### config.mk
export PLATFORM = sky130hd
export DESIGN_NAME = cxf_fault_xcvr
export DESIGN_NICKNAME = d
export VERILOG_FILES = /design/src/cxf_fault_xcvr.v /design/src/cxf_level_timer.v
export VERILOG_INCLUDE_DIRS = /design/src
export SDC_FILE = /design/constraint.sdc
export NUM_CORES = 1
export LEC_CHECK = 0
export BUFFER_PORTS_ARGS = -buffer_cell sky130_fd_sc_hd__buf_2
export CAP_MARGIN = 20
export CORE_MARGIN = 10
export CORE_UTILIZATION = 40
export CTS_CLUSTER_DIAMETER = 200
export DETAILED_ROUTE_END_ITERATION = 12
export PLACE_DENSITY = 0.69
export SYNTH_ARGS = -nofsm -noshare
export SYNTH_HDL_FRONTEND = slang
export SYNTH_SLANG_ARGS = --single-unit
### constraint.sdc
create_clock -name core_clk -period 2.9 [get_ports core_clk]
set_clock_uncertainty 0.1 [all_clocks]
set_input_delay 0.58 -clock core_clk [delete_from_list [all_inputs] [get_ports core_clk]]
set_output_delay 0.58 -clock core_clk [all_outputs]
set_load 0.05 [all_outputs]
### src/cxf_defines.vh
// Contract
// (RULE1) Armed detection flags transmission failure after 10 consecutive mismatching transmit cycles.
// (RULE2) Any fault raises the fault output and releases both bus lines.
// (RULE3) Only the first fault's 6-bit code is held; later faults ignored until cleared.
// (RULE4) Controller gives 16 transmit rising edges; device shifts the code out on receive.
// (RULE5) Fault cannot clear before all six code bits were shifted out.
// (RULE6) Ten further transmit pulses after reporting clear the fault and drop the output.
// (RULE7) After clearing, detection disarms and rearms after 100 more transmit rising edges.
// (RULE8) Standby high turns transmitter off, receiver low power; low returns to normal.
// (RULE9) In standby, dominant bus longer than wake filter time pulls receive output low.
// (RULE10) Fault detection stays inactive while standby is selected.
// (RULE11) Silent high disables transmitter regardless of transmit input; receive follows bus.
// (RULE12) Controller clears any fault before asserting silent select.
// (RULE13) Loopback high holds bus recessive and routes transmit input to receive output.
// (RULE14) Loopback low gives normal mode, bus driven from transmit input.
// (RULE15) After power-up detection arms only after 100 transmit rising edges.
// (RULE16) Codes: overcurrent 101010, overvoltage 101100, transmission failure 110010.
// (RULE17) Detection also inactive in silent mode; faults detected only in normal mode.
// (RULE18) Code goes out MSB first, one bit per rising edge, receive high otherwise.
// (RULE19) Transmit low past dominant timeout releases bus; next rising edge re-enables driver.
`ifndef CXF_DEFINES_VH
`define CXF_DEFINES_VH

`define CXF_CLK_PERIOD_NS 40
`define CXF_WAKE_FILTER_NS 1000
// Wake filter in clock cycles, sized for the 16-bit timer limit
`define CXF_WAKE_FILTER_CYC 16'd25
`define CXF_DOM_TIMEOUT_US 2000
// Dominant timeout in clock cycles, sized for the 16-bit timer limit
`define CXF_DOM_TIMEOUT_CYC 16'd50000

`define CXF_ARM_EDGES 7'd100
`define CXF_MISMATCH_LIMIT 4'd10
`define CXF_REPORT_EDGES 5'd16
`define CXF_CLEAR_PULSES 5'd10
`define CXF_CODE_BITS 5'd6

`define CXF_CODE_OVERCURRENT 6'h2a
`define CXF_CODE_OVERVOLTAGE 6'h2c
`define CXF_CODE_TX_FAILURE 6'h32

`define CXF_ADDR_STATUS 8'h00
`define CXF_ADDR_MASK 8'h04
`define CXF_ADDR_INFO 8'h08

`define CXF_EV_FAULT_SET 0
`define CXF_EV_FAULT_CLEAR 1
`define CXF_EV_WAKEUP 2
`define CXF_EV_DOM_TIMEOUT 3
`define CXF_EV_WIDTH 4
`define CXF_MASK_RESET 4'h0

`endif

### src/cxf_fault_xcvr.v
// Added by the designer: the register addresses and strobed register access.
`timescale 1ns/1ps
`default_nettype none
`include "cxf_defines.vh"
module cxf_fault_xcvr #(
   parameter [15:0] DOM_TIMEOUT_CYC = `CXF_DOM_TIMEOUT_CYC
) (
   input wire core_clk,
   input wire arst_n,
   input wire tx_data,
   output reg rx_data,
   input wire standby_select,
   input wire silent_select,
   input wire loopback_select,
   input wire bus_rx_dominant,
   input wire overcurrent_detect,
   input wire overvoltage_detect,
   output reg fault_out,
   output reg bus_high_line_out,
   output reg bus_high_line_oe,
   output reg bus_low_line_out,
   output reg bus_low_line_oe,
   output reg rx_low_power,
   input wire [7:0] reg_addr,
   input wire [31:0] reg_wdata,
   input wire reg_write,
   input wire reg_read,
   output reg [31:0] reg_rdata,
   output reg irq
);
   localparam [2:0] ST_IDLE = 3'b001;
   localparam [2:0] ST_REPORT = 3'b010;
   localparam [2:0] ST_CLEAR = 3'b100;

   reg tx_prev;
   reg [2:0] state;
   reg [6:0] arm_count;
   reg armed;
   reg [3:0] mismatch_count;
   reg [5:0] fault_code;
   reg [4:0] edge_count;
   reg dom_lock;
   reg [`CXF_EV_WIDTH-1:0] status;
   reg [`CXF_EV_WIDTH-1:0] mask;
   reg [`CXF_EV_WIDTH-1:0] events;
   reg next_rx;
   reg next_drive;
   reg [5:0] next_code;
   reg new_fault;

   wire tx_rise = tx_data & ~tx_prev;
   wire normal_mode = ~standby_select & ~silent_select & ~loopback_select;
   wire bus_rx_bit = ~bus_rx_dominant;
   wire dom_expired;
   wire wake_seen;

   // Code bit for an edge index, MSB first, high beyond the code
   function code_bit;
      input [5:0] code;
      input [4:0] idx;
      begin
         if (idx < `CXF_CODE_BITS)
            code_bit = code[3'd5 - idx[2:0]];
         else
            code_bit = 1'b1;
      end
   endfunction

   cxf_level_timer #(.WIDTH(16), .COUNT(DOM_TIMEOUT_CYC)) u_dom_timer (
      .core_clk(core_clk),
      .arst_n(arst_n),
      .level(~tx_data & ~dom_lock),
      .expired(dom_expired)
   );

   cxf_level_timer #(.WIDTH(16), .COUNT(`CXF_WAKE_FILTER_CYC)) u_wake_timer (
      .core_clk(core_clk),
      .arst_n(arst_n),
      .level(standby_select & bus_rx_dominant),
      .expired(wake_seen)
   );

   // (RULE16) Fault code selection
   always @* begin
      new_fault = 1'b0;
      next_code = fault_code;
      if (overcurrent_detect) begin
         new_fault = 1'b1;
         next_code = `CXF_CODE_OVERCURRENT;
      end else if (overvoltage_detect) begin
         new_fault = 1'b1;
         next_code = `CXF_CODE_OVERVOLTAGE;
      end else if (tx_rise && bus_rx_bit != tx_prev && mismatch_count == `CXF_MISMATCH_LIMIT - 4'd1) begin
         // (RULE1) Tenth mismatching cycle
         new_fault = 1'b1;
         next_code = `CXF_CODE_TX_FAILURE;
      end
      // (RULE10) (RULE17) Normal mode and armed only
      if (!(armed && normal_mode && state == ST_IDLE))
         new_fault = 1'b0;
   end

   // Fault detect, report and clear sequence
   always @(posedge core_clk or negedge arst_n) begin
      if (!arst_n) begin
         tx_prev <= 1'b1;
         state <= ST_IDLE;
         arm_count <= 7'd0;
         armed <= 1'b0;
         mismatch_count <= 4'd0;
         fault_code <= 6'h00;
         edge_count <= 5'd0;
         dom_lock <= 1'b0;
         fault_out <= 1'b0;
      end else begin
         tx_prev <= tx_data;
         // (RULE19) Dominant timeout lock until next rising edge
         if (tx_rise)
            dom_lock <= 1'b0;
         else if (dom_expired)
            dom_lock <= 1'b1;
         case (state)
            ST_IDLE: begin
               // (RULE15) (RULE7) Arm after counted edges
               if (tx_rise && !armed) begin
                  if (arm_count == `CXF_ARM_EDGES - 7'd1)
                     armed <= 1'b1;
                  arm_count <= arm_count + 7'd1;
               end
               if (!armed || !normal_mode)
                  mismatch_count <= 4'd0;
               else if (tx_rise)
                  mismatch_count <= (bus_rx_bit != tx_prev) ? mismatch_count + 4'd1 : 4'd0;
               // (RULE2) (RULE3) Latch first fault, raise output
               if (new_fault) begin
                  fault_code <= next_code;
                  fault_out <= 1'b1;
                  edge_count <= 5'd0;
                  mismatch_count <= 4'd0;
                  state <= ST_REPORT;
               end
            end
            ST_REPORT: begin
               // (RULE4) (RULE5) Sixteen edges before clear phase
               if (tx_rise) begin
                  if (edge_count == `CXF_REPORT_EDGES - 5'd1) begin
                     edge_count <= 5'd0;
                     state <= ST_CLEAR;
                  end else begin
                     edge_count <= edge_count + 5'd1;
                  end
               end
            end
            ST_CLEAR: begin
               // (RULE6) (RULE7) Clear fault and disarm
               if (tx_rise) begin
                  if (edge_count == `CXF_CLEAR_PULSES - 5'd1) begin
                     edge_count <= 5'd0;
                     fault_out <= 1'b0;
                     armed <= 1'b0;
                     arm_count <= 7'd0;
                     state <= ST_IDLE;
                  end else begin
                     edge_count <= edge_count + 5'd1;
                  end
               end
            end
            default: begin
               state <= ST_IDLE;
            end
         endcase
      end
   end

   // Receive output and bus driver selection
   always @* begin
      next_rx = rx_data;
      next_drive = 1'b0;
      if (state != ST_IDLE) begin
         // (RULE18) Shift code on rising edges
         if (state == ST_REPORT && tx_rise)
            next_rx = code_bit(fault_code, edge_count);
         else if (state == ST_CLEAR)
            next_rx = 1'b1;
      end else if (standby_select) begin
         // (RULE9) Wakeup pulls receive low
         next_rx = ~wake_seen;
      end else if (loopback_select) begin
         // (RULE13) Transmit looped to receive
         next_rx = tx_data;
      end else begin
         // (RULE11) Receive follows bus
         next_rx = bus_rx_bit;
         // (RULE14) (RULE8) Drive only in normal mode
         next_drive = normal_mode & ~tx_data & ~dom_lock & ~dom_expired;
      end
   end

   always @(posedge core_clk or negedge arst_n) begin
      if (!arst_n) begin
         rx_data <= 1'b1;
         bus_high_line_out <= 1'b0;
         bus_high_line_oe <= 1'b0;
         bus_low_line_out <= 1'b0;
         bus_low_line_oe <= 1'b0;
         rx_low_power <= 1'b0;
      end else begin
         rx_data <= next_rx;
         // (RULE2) Driver off, lines released during fault
         bus_high_line_out <= next_drive & ~new_fault;
         bus_high_line_oe <= next_drive & ~new_fault;
         bus_low_line_out <= 1'b0;
         bus_low_line_oe <= next_drive & ~new_fault;
         // (RULE8) Low-power receiver in standby
         rx_low_power <= standby_select;
      end
   end

   // Event sources for sticky status
   always @* begin
      events = {`CXF_EV_WIDTH{1'b0}};
      events[`CXF_EV_FAULT_SET] = new_fault;
      events[`CXF_EV_FAULT_CLEAR] = (state == ST_CLEAR) && tx_rise && (edge_count == `CXF_CLEAR_PULSES - 5'd1);
      events[`CXF_EV_WAKEUP] = wake_seen & rx_data;
      events[`CXF_EV_DOM_TIMEOUT] = dom_expired & ~dom_lock;
   end

   // Register port, status write-one-to-clear with set winning
   always @(posedge core_clk or negedge arst_n) begin
      if (!arst_n) begin
         status <= {`CXF_EV_WIDTH{1'b0}};
         mask <= `CXF_MASK_RESET;
         reg_rdata <= 32'h0000_0000;
         irq <= 1'b0;
      end else begin
         if (reg_write && reg_addr == `CXF_ADDR_STATUS)
            status <= (status & ~reg_wdata[`CXF_EV_WIDTH-1:0]) | events;
         else
            status <= status | events;
         if (reg_write && reg_addr == `CXF_ADDR_MASK)
            mask <= reg_wdata[`CXF_EV_WIDTH-1:0];
         irq <= |(status & mask);
         reg_rdata <= 32'h0000_0000;
         if (reg_read) begin
            if (reg_addr == `CXF_ADDR_STATUS)
               reg_rdata <= {28'h0000000, status};
            else if (reg_addr == `CXF_ADDR_MASK)
               reg_rdata <= {28'h0000000, mask};
            else if (reg_addr == `CXF_ADDR_INFO)
               reg_rdata <= {13'h0000, edge_count, 2'h0, dom_lock, fault_out, armed, state, fault_code};
            else
               reg_rdata <= 32'h0000_0000;
         end
      end
   end
endmodule // cxf_fault_xcvr
`default_nettype wire

### src/cxf_level_timer.v
`timescale 1ns/1ps
`default_nettype none
module cxf_level_timer #(
   parameter WIDTH = 16,
   parameter [WIDTH-1:0] COUNT = {{(WIDTH-1){1'b0}}, 1'b1}
) (
   input wire core_clk,
   input wire arst_n,
   input wire level,
   output reg expired
);
   reg [WIDTH-1:0] count;

   // Counts cycles the level holds; saturates at the limit
   always @(posedge core_clk or negedge arst_n) begin
      if (!arst_n) begin
         count <= {WIDTH{1'b0}};
         expired <= 1'b0;
      end else if (!level) begin
         count <= {WIDTH{1'b0}};
         expired <= 1'b0;
      end else if (count >= COUNT) begin
         expired <= 1'b1;
      end else begin
         count <= count + {{(WIDTH-1){1'b0}}, 1'b1};
      end
   end
endmodule // cxf_level_timer
`default_nettype wire
==> results_dict.tcl <==
set metrics [dict create \
    synthArstFlopShare 1.00 \
    gp_congestion 0.855 \
    area_growth_pct 13.4 \
    cp-start-kind "flip-flop" \
    cts_resized 0 \
    via_count 3615 \
    synth-main-ff-cell "dfrtp_1" \
    die_w_um 129 \
    synth.most_common_cell "dfrtp_1" \
    tightest_slew_ns 0.782 \
    chipHeight_um 129 \
    reg2reg_depth 7 \
    finalNetCount 584 \
    grt_use_total 0.126 \
    hold_path.class "in2async" \
    grt_pass1_wl_um 17400 \
    ys_warn_count 0 \
    drt_iter0_drc 206 \
    p_per_area_nw_per_um2 517 \
    drive_gt1_frac 0.187 \
    drtPass1Iterations 4 \
    r2r_setup_slack_ns 0.41 \
    pin_count 91 \
    cts_setup_buffers 0 \
    worstPathRequired_ns 3.05 \
    start_util 0.413 \
    finalMaxSlewViolations 0 \
    clkSlewWorstSetupHoldPaths_ns 0.06 \
    post-route-drc-count 0 \
    antenna_left 0 \
    antenna_cells 0 \
    synthTopCellsByCount "dfrtp_1, nand2_1, nor2_1, a21oi_1" \
    min_period_ns 2.49 \
    htreeDepth 3 \
    vdd_ir_drop_max_mv 0.208 \
    netlist_top_cells_area "dfrtp_1, mux2i_1, ha_1" \
    crit_path_max_fanout 9 \
    antenna_found_initial 1 \
    setup_violations 0 \
    cts-root-buf "clkbuf_16" \
    cp-end-kind "flip-flop" \
    path_class "reg2reg" \
    grt_overflow 0 \
    r2r-start "edge_count[0]" \
    worstReg2RegEnd "edge_count[3]" \
    cts_hold_buf 0 \
    yosys.area.top_type_share 0.464 \
    place_area_um2 5090 \
    finalCritPeriodShare 0.858 \
    dp_hpwl_um 7480 \
    synth_seq_area_share 0.480 \
    clockBufferDepth 2 \
    crit_arrival_ns 2.64 \
    cts_buffers 9 \
    synth-seq-cells 91 \
    cts_tree "done" \
    grt_max_degree 40 \
    avgSynthCellArea_um2 10.0 \
    maxCapViolCount 0 \
    rows 39 \
    relSlewSlack 0.477 \
    rsz0062_at_grt "no" \
    clkLatencyLatePin_ns 0.33 \
    wl_per_cell_um 15.4 \
    grt_pass1_vias 3489 \
    synth_edf_count 0 \
    dieArea_um2 16600 \
    final.setup.tns_ns 0 \
    max_freq_mhz 402 \
    finish.instance_area_um2 5390 \
    detail_route.vias_per_cell 5.41 \
    leakagePower_nw 2.58 \
    syn_area_um2 4750 \
    cts.sinks 91 \
    hold_viol 0 \
    yosys.area.top_type "dfrtp_1" \
    synth_cells 475 \
    ys_types 64 \
    port_buffers 46 \
    wl_um 10300 \
    coreArea_um2 11500 \
    run_status "completed" \
]
layer usage:
layer,track usage,share of wire
met1,0.169,0.46
met2,0.198,0.47
met3,0.0308,0.054
met4,0.0395,0.010
met5,0,0.00068
worst max path at each step:
stage	startpoint	endpoint	slack, ns	cells past startpoint
final	edge_count[0]	edge_count[3]	0.41	7
after CTS	edge_count[0]	edge_count[3]	0.45	7
after global placement	tx_data	arm_count[4]	0.46	6
after floorplan	state[0]	edge_count[4]	0.67	6
after global routing	edge_count[0]	edge_count[3]	0.25	7
after detailed placement	tx_data	arm_count[4]	0.39	6
cell type report:
type / count / area, µm²
clock buffer: 11 / 243
clock inverter: 5 / 53.8
fill: 1074 / 6130
inverter: 21 / 78.8
multi-input combinational: 340 / 2230
sequential: 91 / 2280
tap: 143 / 179
timing repair buffer: 57 / 315
flip-flops by register name (all words and copies together) (netlist names), 5 cells and up:
name and flops:
edge_count 5, arm_count 7, reg_rdata 17, fault_code 5, u_dom_timer.count 16, u_wake_timer.count 16
power by group:
| group | total (mW) | internal, mW | leakage [nW] | switching (mW) |
|---|---|---|---|---|
| Sequential | 1.37 | 1.32 | 1.22 | 0.0505 |
| Combinational | 0.259 | 0.0854 | 1.21 | 0.173 |
| Clock | 1.16 | 0.688 | 0.149 | 0.467 |
| Total | 2.78 | 2.09 | 2.58 | 0.691 |
per-stage QoR:
| step | util | power [mW] | hold slack (ns) | cells | worst slack, ns |
|---|---|---|---|---|---|
| 2_1_floorplan | - | 1.58 | 0.184 | 490 | 0.666 |
| 3_3_place_gp | 0.442 | 1.64 | 0.384 | 652 | 0.465 |
| 3_5_place_dp | 0.442 | 1.65 | 0.382 | 652 | 0.385 |
| 4_1_cts | 0.468 | 2.81 | 0.125 | 668 | 0.455 |
| 5_1_grt | 0.468 | 2.92 | 0.142 | 668 | 0.250 |
| 6_report | 0.468 | 2.78 | 0.104 | 668 | 0.412 |
cell families (layout without fill, tap and decap cells):
group,Yosys count,in the layout,share of synthesized area
other,1,16,0.000789
adder cells (fa/ha/maj),13,13,0.0342
AND/OR/NAND/NOR,188,188,0.220
multiplexers,28,28,0.0608
flip-flops,91,91,0.480
buffers and inverters,59,94,0.0614
AO/OA/AOI/OAI,92,92,0.137
XOR/XNOR,3,3,0.00553
placed cells by master (no fill, tap or decap), types with 4 or more instances in the layout:
master / Yosys / final
dfrtp_1: 88 / 88
buf_2: 2 / 45
nand2_1: 43 / 43
nor2_1: 23 / 23
a21oi_1: 22 / 22
inv_1: 21 / 21
mux2i_1: 21 / 21
and2_1: 18 / 18
conb_1: 1 / 16
nand3_1: 14 / 14
and3_1: 14 / 14
o21ai_0: 13 / 13
ha_1: 13 / 13
or3_1: 12 / 12
buf_4: 18 / 12
nor3_1: 10 / 10
or4_1: 9 / 9
clkbuf_16: 0 / 9
nand2b_1: 8 / 8
mux2_2: 7 / 7
nand4_1: 7 / 7
o31ai_1: 7 / 7
nor2b_1: 6 / 6
o211ai_1: 6 / 6
a21boi_0: 5 / 5
or2_2: 4 / 4
a21o_1: 4 / 4
a22oi_1: 4 / 4
critical path: stages (launching register included):
cell     delay (ns)
dfrtp_1        0.51
ha_1           0.30
nand3_1        0.13
inv_1          0.06
ha_1           0.21
o32ai_1        0.70
a41oi_1        0.20
a31oi_1        0.19
No activity file was read; power rests on OpenSTA's default activity.
